===== config.mk =====
export PLATFORM = sky130hd
export DESIGN_NAME = serial_adc_control_port
export DESIGN_NICKNAME = d
export VERILOG_FILES = /design/src/rtl/conv_timer.v /design/src/rtl/serial_adc_control_port.v
export VERILOG_INCLUDE_DIRS = /design/src /design/src/rtl
export SDC_FILE = /design/constraint.sdc
export NUM_CORES = 1
export LEC_CHECK = 0
export BUFFER_PORTS_ARGS = -buffer_cell sky130_fd_sc_hd__buf_2
export CAP_MARGIN = 40
export CORE_MARGIN = 2
export CORE_UTILIZATION = 30
export DETAILED_ROUTE_END_ITERATION = 12
export GPL_TIMING_DRIVEN = 0
export MAX_ROUTING_LAYER = met4
export PLACE_DENSITY_LB_ADDON = 0.05
export SLEW_MARGIN = 20
export SYNTH_ARGS = -nofsm -noshare
export SYNTH_HDL_FRONTEND = slang
export SYNTH_SLANG_ARGS = --single-unit

===== constraint.sdc =====
create_clock -name clk_sys -period 3.73 [get_ports clk_sys]
set_clock_uncertainty 0.05 [all_clocks]
set_input_delay 0.746 -clock clk_sys [delete_from_list [all_inputs] [get_ports clk_sys]]
set_output_delay 0.746 -clock clk_sys [all_outputs]
set_load 0.03 [all_outputs]

===== src/rtl/serial_adc_control_port_defines.vh =====
// constants for the serial converter control port
`ifndef SERIAL_ADC_CONTROL_PORT_DEFINES_VH
`define SERIAL_ADC_CONTROL_PORT_DEFINES_VH

// system clock period in ps (250 MHz)
`define CLK_PERIOD_PS        32'd4000
// least sampling window in ns as printed (1.5 us)
`define SAMPLE_WINDOW_NS     32'd1500
// least sampling window in system cycles, rounded up
`define SAMPLE_WINDOW_CYC    ((`SAMPLE_WINDOW_NS * 32'd1000 + `CLK_PERIOD_PS - 32'd1) / `CLK_PERIOD_PS)
// conversion time in ns (7.5 us) and in cycles
`define CONV_TIME_NS         32'd7500
`define CONV_TIME_CYC        ((`CONV_TIME_NS * 32'd1000) / `CLK_PERIOD_PS)
// result width and stream length (done bit plus result)
`define RESULT_BITS          10
`define STREAM_BITS          11
// shutdown level encoding: {is_high, is_mid}
`define LEVEL_LOW            2'b00
`define LEVEL_MID            2'b01
`define LEVEL_HIGH           2'b10
// reset values
`define CONV_COUNT_RST       16'h0000
`define RESULT_RST           10'h000
// result bits still to shift after the done flag, and the counter's rest value
`define BIT_CNT_START        4'd10
`define BIT_CNT_RST          4'd0
// sampling window counter rest value and saturation point
`define WINDOW_CNT_RST       16'h0000
`define WINDOW_CNT_MAX       16'hffff
// default conversion length in system cycles (7.5 us)
`define CONV_CYCLES_DFLT     16'd1875

`endif


===== src/rtl/conv_timer.v =====
// down counter that times one conversion on the internal clock
`include "serial_adc_control_port_defines.vh"
`default_nettype none

module conv_timer (
  // clock and reset
  input  wire        clk_sys,
  input  wire        sys_rst,
  // control
  input  wire        start,
  input  wire        abort,
  input  wire [15:0] length,
  // status
  output reg         busy_reg,
  output reg         done_reg
);

  reg [15:0] count_reg;

  always @(posedge clk_sys or posedge sys_rst) begin
    if (sys_rst) begin
      count_reg <= `CONV_COUNT_RST;
      busy_reg  <= 1'b0;
      done_reg  <= 1'b0;
    end else begin
      done_reg <= 1'b0;
      if (abort) begin
        busy_reg <= 1'b0;
      end else if (start) begin
        count_reg <= length;
        busy_reg  <= 1'b1;
      end else if (busy_reg) begin
        if (count_reg <= 16'h0001) begin
          busy_reg <= 1'b0;
          done_reg <= 1'b1;
        end else begin
          count_reg <= count_reg - 16'h0001;
        end
      end
    end
  end

endmodule
`default_nettype wire


===== src/rtl/serial_adc_control_port.v =====
// control and serial read-out of a 10-bit successive-approximation converter
// What this block does
// - a falling chip select ends the sampling window and starts a conversion.
// - the data output is released while chip select is high and driven only while it is low.
// - from the done flag until the next start, the data output changes only after a falling serial clock edge.
// - a low shutdown level powers the block down and blocks conversions.
// - a high or floating shutdown level leaves the block operational.
// - a high level enables the internal scale voltage, floating disables it.
// - when the conversion ends the data output goes high as a done flag.
// - the stream is the done bit then ten result bits, most significant first.
`include "serial_adc_control_port_defines.vh"
`default_nettype none

module serial_adc_control_port #(
  parameter [15:0] CONV_CYCLES = `CONV_CYCLES_DFLT
) (
  // clock and reset
  input  wire                    clk_sys,
  input  wire                    sys_rst,
  // host serial pins
  input  wire                    chip_select_n,
  input  wire                    serial_clock,
  output reg                     serial_data_out,
  output reg                     serial_data_oe_n,
  // shutdown level, decoded by the pad into high and mid
  input  wire                    shutdown_level_high,
  input  wire                    shutdown_level_mid,
  // sampled analog value from the converter core
  input  wire [`RESULT_BITS-1:0] analog_input,
  // status to the analog side
  output reg                     power_down,
  output reg                     scale_voltage_enable,
  output reg                     track_hold,
  output reg                     conversion_busy,
  output reg                     sample_window_short
);

  // one-hot states of the read-out sequence
  localparam [3:0] ST_IDLE  = 4'b0001;
  localparam [3:0] ST_CONV  = 4'b0010;
  localparam [3:0] ST_SHIFT = 4'b0100;
  localparam [3:0] ST_DONE  = 4'b1000;

  // two-stage synchronisers on every pin
  reg [1:0]              cs_sync_reg;
  reg [1:0]              sclk_sync_reg;
  reg [1:0]              lvl_hi_sync_reg;
  reg [1:0]              lvl_mid_sync_reg;
  // last settled level of the two strobes, for edge finding
  reg                    cs_last_reg;
  reg                    sclk_last_reg;

  reg [3:0]              state_reg;
  reg [3:0]              state_next;
  reg [`RESULT_BITS-1:0] shift_reg;
  reg [3:0]              bit_cnt_reg;
  reg [15:0]             window_cnt_reg;

  wire                   cs_n;
  wire                   cs_fall;
  wire                   sclk_fall;
  wire [1:0]             level_code;
  wire                   powered;
  wire                   start;
  wire                   abort;
  wire                   capture;
  wire                   shift_step;
  wire                   tail_step;
  wire                   conv_done;
  wire                   conv_busy;

  // a level fell between the last settled sample and this one
  function falling;
    input last_level;
    input now_level;
    begin
      falling = last_level & ~now_level;
    end
  endfunction

  // any shutdown level but low keeps the converter awake
  function level_awake;
    input [1:0] code;
    begin
      level_awake = (code != `LEVEL_LOW);
    end
  endfunction

  assign cs_n       = cs_sync_reg[1];
  assign cs_fall    = falling(cs_last_reg, cs_n);
  assign sclk_fall  = falling(sclk_last_reg, sclk_sync_reg[1]);
  assign level_code = {lvl_hi_sync_reg[1], lvl_mid_sync_reg[1]};
  assign powered    = level_awake(level_code);
  // a start is taken only from idle, so a second fall during a conversion is ignored
  assign start      = cs_fall & powered & (state_reg == ST_IDLE);
  // raising chip select or shutting down throws the running conversion away
  assign abort      = cs_n | ~powered;
  assign capture    = (state_reg == ST_CONV) & conv_done & ~abort;
  assign shift_step = (state_reg == ST_SHIFT) & sclk_fall;
  assign tail_step  = (state_reg == ST_DONE) & sclk_fall;

  conv_timer u_timer (
    .clk_sys  (clk_sys),
    .sys_rst  (sys_rst),
    .start    (start),
    .abort    (abort),
    .length   (CONV_CYCLES),
    .busy_reg (conv_busy),
    .done_reg (conv_done)
  );

  // two flip-flops per pin before anything reads it, then one more for edge finding
  always @(posedge clk_sys or posedge sys_rst) begin
    if (sys_rst) begin
      cs_sync_reg      <= 2'b11;
      sclk_sync_reg    <= 2'b00;
      lvl_hi_sync_reg  <= 2'b00;
      lvl_mid_sync_reg <= 2'b00;
      cs_last_reg      <= 1'b1;
      sclk_last_reg    <= 1'b0;
    end else begin
      cs_sync_reg      <= {cs_sync_reg[0], chip_select_n};
      sclk_sync_reg    <= {sclk_sync_reg[0], serial_clock};
      lvl_hi_sync_reg  <= {lvl_hi_sync_reg[0], shutdown_level_high};
      lvl_mid_sync_reg <= {lvl_mid_sync_reg[0], shutdown_level_mid};
      cs_last_reg      <= cs_n;
      sclk_last_reg    <= sclk_sync_reg[1];
    end
  end

  always @* begin
    state_next = state_reg;
    case (state_reg)
      ST_IDLE: begin
        if (start) begin
          state_next = ST_CONV;
        end
      end
      ST_CONV: begin
        if (abort) begin
          state_next = ST_IDLE;
        end else if (conv_done) begin
          state_next = ST_SHIFT;
        end
      end
      ST_SHIFT: begin
        if (cs_n) begin
          state_next = ST_IDLE;
        end else if (sclk_fall && bit_cnt_reg == `BIT_CNT_RST) begin
          state_next = ST_DONE;
        end
      end
      ST_DONE: begin
        if (cs_n) begin
          state_next = ST_IDLE;
        end
      end
      default: begin
        state_next = ST_IDLE;
      end
    endcase
  end

  always @(posedge clk_sys or posedge sys_rst) begin
    if (sys_rst) begin
      state_reg <= ST_IDLE;
    end else begin
      state_reg <= state_next;
    end
  end

  // status to the analog side, registered so no decode glitch reaches the core
  always @(posedge clk_sys or posedge sys_rst) begin
    if (sys_rst) begin
      power_down           <= 1'b1;
      scale_voltage_enable <= 1'b0;
      conversion_busy      <= 1'b0;
      track_hold           <= 1'b0;
    end else begin
      power_down           <= ~powered;
      scale_voltage_enable <= (level_code == `LEVEL_HIGH);
      conversion_busy      <= conv_busy;
      track_hold           <= (state_next == ST_CONV);
    end
  end

  // the pin follows chip select one synchroniser delay plus one register late, in both directions
  always @(posedge clk_sys or posedge sys_rst) begin
    if (sys_rst) begin
      serial_data_oe_n <= 1'b1;
    end else begin
      serial_data_oe_n <= cs_n;
    end
  end

  // watch the host's sampling window; a short one only flags, it is not refused
  always @(posedge clk_sys or posedge sys_rst) begin
    if (sys_rst) begin
      window_cnt_reg      <= `WINDOW_CNT_RST;
      sample_window_short <= 1'b0;
    end else begin
      if (cs_n) begin
        if (window_cnt_reg != `WINDOW_CNT_MAX) begin
          window_cnt_reg <= window_cnt_reg + 16'h0001;
        end
      end else begin
        window_cnt_reg <= `WINDOW_CNT_RST;
      end
      if (cs_fall) begin
        sample_window_short <= (window_cnt_reg < `SAMPLE_WINDOW_CYC);
      end
    end
  end

  // result word and the number of result bits still to send
  always @(posedge clk_sys or posedge sys_rst) begin
    if (sys_rst) begin
      shift_reg   <= `RESULT_RST;
      bit_cnt_reg <= `BIT_CNT_RST;
    end else if (capture) begin
      // caught when the internal timing ends, so the core has settled its code
      shift_reg   <= analog_input;
      bit_cnt_reg <= `BIT_CNT_START;
    end else if (shift_step) begin
      shift_reg <= {shift_reg[`RESULT_BITS-2:0], 1'b0};
      // the extra fall after the last bit must not wrap the count
      if (bit_cnt_reg != `BIT_CNT_RST) begin
        bit_cnt_reg <= bit_cnt_reg - 4'd1;
      end
    end
  end

  // data pin: low while converting, done flag, then the result from the top bit down
  always @(posedge clk_sys or posedge sys_rst) begin
    if (sys_rst) begin
      serial_data_out <= 1'b0;
    end else if (start) begin
      serial_data_out <= 1'b0;
    end else if (capture) begin
      serial_data_out <= 1'b1;
    end else if (shift_step) begin
      serial_data_out <= shift_reg[`RESULT_BITS-1];
    end else if (tail_step) begin
      serial_data_out <= 1'b0;
    end
  end

endmodule
`default_nettype wire


## Word-level counts from Yosys, hierarchy flattened

Cells that the tools add are included.

- Flip-flop bits (word level): 68
- Bits of input ports: 16
- Output and inout bits: 7
- Word-level logic and storage cells: 85

- Add/subtract/negate cells: 3
- Magnitude comparators: 2
- Equality and inequality tests: 9
- Mux-type cells: 29
- Bitwise logic cells: 13
- Reductions and logical operators: 10

Operator list:

| kind | number |
|---|---|
| $mux 16 | 5 |
| $mux 4 | 9 |
| $mux 10 | 2 |
| $add 16x1->16 const B | 1 |
| $le 16x1->1 const B | 1 |
| $lt 16x9->1 const B | 1 |
| $ne 16x16->1 const B | 1 |
| $pmux 4 s4 | 1 |
| $sub 16x1->16 const B | 1 |
| $mux 1 | 12 |
| $and 1x1->1 | 8 |
| $eq 4x2->1 const B | 2 |
| $reduce_bool 2->1 | 4 |
| $reduce_bool 4->1 | 2 |
| $eq 4x1->1 const B | 1 |
| $eq 4x3->1 const B | 1 |
| $eq 4x4->1 const B | 1 |
| $logic_not 4->1 | 1 |
| $not 1->1 | 4 |
| $sub 4x1->4 const B | 1 |
| $reduce_and 3->1 | 1 |
| $eq 2x2->1 const B | 1 |
| $ne 2x1->1 const B | 1 |
| $ne 2x2->1 const B | 1 |
| other kinds (3) | 3 |

## Depth between registers and ports, before layout

- Word-level depth: 7
- Gate-level depth with buffers: 8
- Mapped depth without buffers: 6

## Hierarchy

A second synthesis with hierarchy kept.

- Cells, all modules: 374
- Area, all modules: 3485.8 um^2

By module, submodules not included:

| module | instances | cells an instance | area each (um^2) | sequential area each (um^2) |
|---|---|---|---|---|
| serial_adc_control_port | 1 | 235 | 2321.0 | 1257.5 |
| conv_timer | 1 | 139 | 1164.9 | 450.4 |

## Worst setup path before layout

Ideal clock, no wire load.

- Kind: register to register
- From: register, netlist name serial_data_oe_n
- To: register u_timer.count_reg[7]
- Library setup time: 0.142 ns
- Arrival time: 1.685 ns
- Required time: 3.538 ns
- Path slack: 1.854 ns
- Cell stages (with the launch flop): 7
- Buffers on the path: 2
- Clock period less this slack: 1.876 ns
- Cell sequence: dfstp_2 > nand3b_1 > or4_1 > buf_2 > buf_2 > nand2_1 > mux2i_1

RTL lines:

| element | RTL line | source |
|---|---|---|
| to (signal assigned) | conv_timer.v:22 | `` count_reg <= `CONV_COUNT_RST; `` |
| to (signal assigned) | conv_timer.v:30 | `count_reg <= length;` |
| to (signal assigned) | conv_timer.v:37 | `count_reg <= count_reg - 16'h0001;` |
| to (decl) | conv_timer.v:18 | `reg [15:0] count_reg;` |

## Final worst setup path

- From: register cs_sync_reg[1]
- To: register window_cnt_reg[9]

- Word-level cells in the longest chain between the ends: 1
- Elaborated cells on any way between the ends: 2
- Those cells by class: 1 x eq/ne; 1 x mux

Ends and longest elaborated chain:

| element | RTL line | source |
|---|---|---|
| from (decl) | serial_adc_control_port.v:45 | `reg [1:0] cs_sync_reg;` |
| from (signal assigned) | serial_adc_control_port.v:122 | `cs_sync_reg <= {cs_sync_reg[0], chip_select_n};` |
| $ne 2x1->1 (no line) or $mux 16 (tied branches) | -- |  |
| to (signal assigned) | serial_adc_control_port.v:199 | `` window_cnt_reg <= `WINDOW_CNT_RST; `` |
| to (signal assigned) | serial_adc_control_port.v:204 | `window_cnt_reg <= window_cnt_reg + 16'h0001;` |
| to (signal assigned) | serial_adc_control_port.v:207 | `` window_cnt_reg <= `WINDOW_CNT_RST; `` |
| to (decl) | serial_adc_control_port.v:57 | `reg [15:0] window_cnt_reg;` |

Several ways; a longest one is shown, not always the timed one.
A chain may end at the register's enable or synchronous reset.

==> results.txt <==
----------------------------------------------------
[Synthesis]
  Post-synthesis net count ... between 300 and 400
  Synth unique cells ... 48
  Synthesis Warnings ... 0
  Post-synthesis average cell area ... 9.70 um2
  Count of flip-flops with a built-in enable after synthesis ... 0
  Async SR Flop Fraction ... 1.00
  Post-synthesis sequential area ratio ... 0.509
  Cells after synthesis ... about 350
  Most used flip-flop cell after synthesis ... sky130_fd_sc_hd__dfrtp_1
  Area of the mapped netlist ... approximately 3400 um2
  Post-synthesis sequential element count ... 68

[Place]
  Count of input and output buffers ... 22
  Place WS ... ~1.5 ns
  Final Wtd Congestion ... about 0.77
  Inst Count DP ... approximately 500
  Hpwl dp ... around 5500 um
  Instance area after placement ... about 3700 um2

[Clocking]
  Clock buffers created by TritonCTS ... 9
  Clock insertion delay at the later pin of the skew report ... around 0.35 ns
  CTS max path bufs ... 2
  Clock sink count ... 68
  Number of gates resized after CTS ... 0
  Count of buffers added by post-CTS timing repair for setup ... 0
  CTS tree ... built
  Depth of the CTS H-tree ... 3
  Hold-fix buffers at CTS ... 0
  Clock transition at path regs ... 0.08 ns
  Clock root buffer ... sky130_fd_sc_hd__clkbuf_8

[Pwr]
  Share of total power in the clock network ... 0.446
  Maximum VDD drop ... about 200 uV
  Cell-internal power ... 1.25 mW
  Overall power of the completed layout ... between 1.5 and 2 mW
  Total net switching power ... approximately 400 uW
  Pwr Density ... approximately 420 nW/um2
  Leakage component of the power ... 1.58 nW
  Portion of total power attributed to combinational logic ... 0.076
  Sw Share ... 0.242
  Sequential power share ... 0.478

[Finish]
  Commonest non-fill, non-tap cell in the layout ... sky130_fd_sc_hd__dfrtp_1
  Final non-filler cell total ... 525
  Post-synthesis to final-layout area growth ... 16.5%
  Final cell area excluding filler cells ... 3910 um2
  Post-layout utilization of the core ... 0.359
  Number of diodes ... 0
  Post-layout nets ... 401
  Highest-count cells in the layout ignoring fill and taps ... sky130_fd_sc_hd__dfrtp_1 (63), sky130_fd_sc_hd__nand2_1 (41), sky130_fd_sc_hd__nor2_1 (28)
  Share of layout cells above drive strength 1 ... 0.153

[Timing]
  Max_slew headroom ... 0.523
  Setup violators final ... 0
  Time the final worst path needs with I/O delays and setup ... roughly 2.3 ns
  Setup TNS ... 0 ns
  Setup slack after layout ... about 1.5 ns
  Unrepaired setup endpoints after global routing ... no
  Final Hold Fails ... 0
  Max Clk Rate ... 0.443 GHz
  Final-layout worst hold slack ... just over 0.3 ns
  Final period util ... 0.605
  Final max-slew violation count ... 0
  Transition time at the pin with the least slew margin ... about 0.71 ns

[Worst setup path]
  Crit path largest cell delay ... around 0.53 ns
  Crit path cell chain ... clkbuf_1 -> clkbuf_1 -> clkbuf_1 -> o21ai_0 -> a31oi_1
  Category of the most critical setup path ... reg2reg
  Arrival time at the worst endpoint ... approximately 2.5 ns
  Critical Path RT ... 3.95 ns
  Endpoint kind of the worst setup timing path ... flop
  Sort of element at the start of the critical path ... flop
  Cell family contributing the most delay on the critical path ... buffers and inverters
  Critical Path Most Common Cell ... sky130_fd_sc_hd__clkbuf_1
  Cell with the biggest individual delay on the critical path ... sky130_fd_sc_hd__dfstp_2
  Worst-path fanout max ... 10
  Count of buffer and inverter cells on the critical path ... 3

[Route]
  Count of unresolved DRC violations after routing ... 0
  Detailed Route WL ... around 8000 um
  1st-iter DRT viols ... 134
  Number of antenna-violating nets in the routed design ... 0
  Total via count after detailed routing ... between 2k and 3k
  Routed wirelength normalized by instance count ... about 15 um
  Iteration count of the initial detailed-routing pass ... 4
  Number of vias per cell after detailed routing ... 5.16

[Min path]
  Class of the tightest hold or removal check ... reg2reg

[Global routing]
  Antenna violations before repair ... 0
  Number of global-route vias before repair ... approximately 2.6k
  Leftover overflow at the end of global routing ... 0
  Global routing usage summed across all routing layers ... 0.152
  Wire length of the first global-routing pass ... about 14,000 um
  Largest net degree at the start of global routing ... 36

[Floorplanning]
  Die W ... roughly 110 um
  Initial cell density of the core ... 0.308
  Count of pins on the block boundary ... 23
  Die Y ... between 100 and 150 um
  Total number of placement rows ... 38
  Core box area ... ~11,000 um2
  Floorplan die area ... 12,100 um2

[Job]
  Count of max-cap constraint violations ... 0

[Run status]
  Outcome ... completed

----------------------------------------------------
==> synth_stat cells, drive strengths merged, types with 7 or more instances <==
cell type | number | area (um2)
nor4 | 10 | 83.8
a31oi | 13 | 81.3
dfrtp | 63 | 1580
or3 | 7 | 43.8
nand2b | 9 | 56.3
nand2 | 41 | 154
clkbuf | 7 | 26.3
nand3 | 21 | 105
a21oi | 12 | 60.1
mux2i | 14 | 140
inv | 10 | 37.5
nor2 | 28 | 105
nor3 | 10 | 50.1
o21ai | 13 | 65.1
==> power by group through the flow <==
| stage | logic (mW) | registers [mW] | clock network [mW] |
|---|---|---|---|
| 2_1_floorplan | 0.0775 | 0.809 | 0 |
| 6_report | 0.126 | 0.791 | 0.737 |
| 5_1_grt | 0.146 | 0.796 | 0.791 |
| 3_3_place_gp | 0.123 | 0.805 | 0 |
| 3_5_place_dp | 0.129 | 0.805 | 0 |
| 4_1_cts | 0.129 | 0.791 | 0.764 |
==> path summary, 6_finish.rpt <==
path	slack (ns)	cells past startpoint	to	startpoint
max	1.48	5	window_cnt_reg[9]$_DFFE_PP0P_	cs_sync_reg[1]$_DFF_PP1_
min	0.30	0	lvl_hi_sync_reg[1]$_DFF_PP0_	lvl_hi_sync_reg[0]$_DFF_PP0_
max reg2reg	1.48	5	window_cnt_reg[9]$_DFFE_PP0P_	cs_sync_reg[1]$_DFF_PP1_
min reg2reg	0.30	0	lvl_hi_sync_reg[1]$_DFF_PP0_	lvl_hi_sync_reg[0]$_DFF_PP0_
max in group asynchronous	2.67	3	state_reg[0]$_DFF_PP1_	sys_rst
min in group asynchronous	0.35	2	u_timer.count_reg[12]$_DFFE_PP0P_	sys_rst
==> metal layers <==
metal	track usage	part of all wire	vias to the layer above
li1	-	-	1338
met4	0.0470	0.012	0
met5	-	0	-
met2	0.232	0.47	29
met1	0.200	0.49	1335
met3	0.0385	0.030	8
==> cells by family (layout without fill, tap and decap cells) <==
| family | count (synthesis) | count (layout) | synth area share |
|---|---|---|---|
| and+or+nand+nor | 169 | 169 | 0.270 |
| muxes | 14 | 14 | 0.0417 |
| AOI/OAI and AO/OA | 65 | 65 | 0.127 |
| xor gates and xnor gates | 1 | 1 | 0.00261 |
| DFF | 68 | 68 | 0.509 |
| buffers and inverters | 24 | 63 | 0.0309 |
| adders and majority gates | 5 | 5 | 0.0186 |
==> layout make-up <==
| cell class | instances | area, um2 |
|---|---|---|
| timing repair buffer | 23 | 130 |
| clock inverter | 7 | 115 |
| tap | 140 | 175 |
| buffer | 13 | 62.6 |
| multi-input combinational | 254 | 1550 |
| inverter | 11 | 43.8 |
| clock buffer | 9 | 124 |
| sequential | 68 | 1710 |
| fill | 1123 | 6980 |
==> worst reg2reg max path, cell delays in order, from the launching register on <==
cell	delay [ns]
sky130_fd_sc_hd__dfstp_2	0.53
sky130_fd_sc_hd__clkbuf_1	0.36
sky130_fd_sc_hd__clkbuf_1	0.42
sky130_fd_sc_hd__clkbuf_1	0.48
sky130_fd_sc_hd__o21ai_0	0.18
sky130_fd_sc_hd__a31oi_1	0.16
Power figures use the tool's default switching activity.
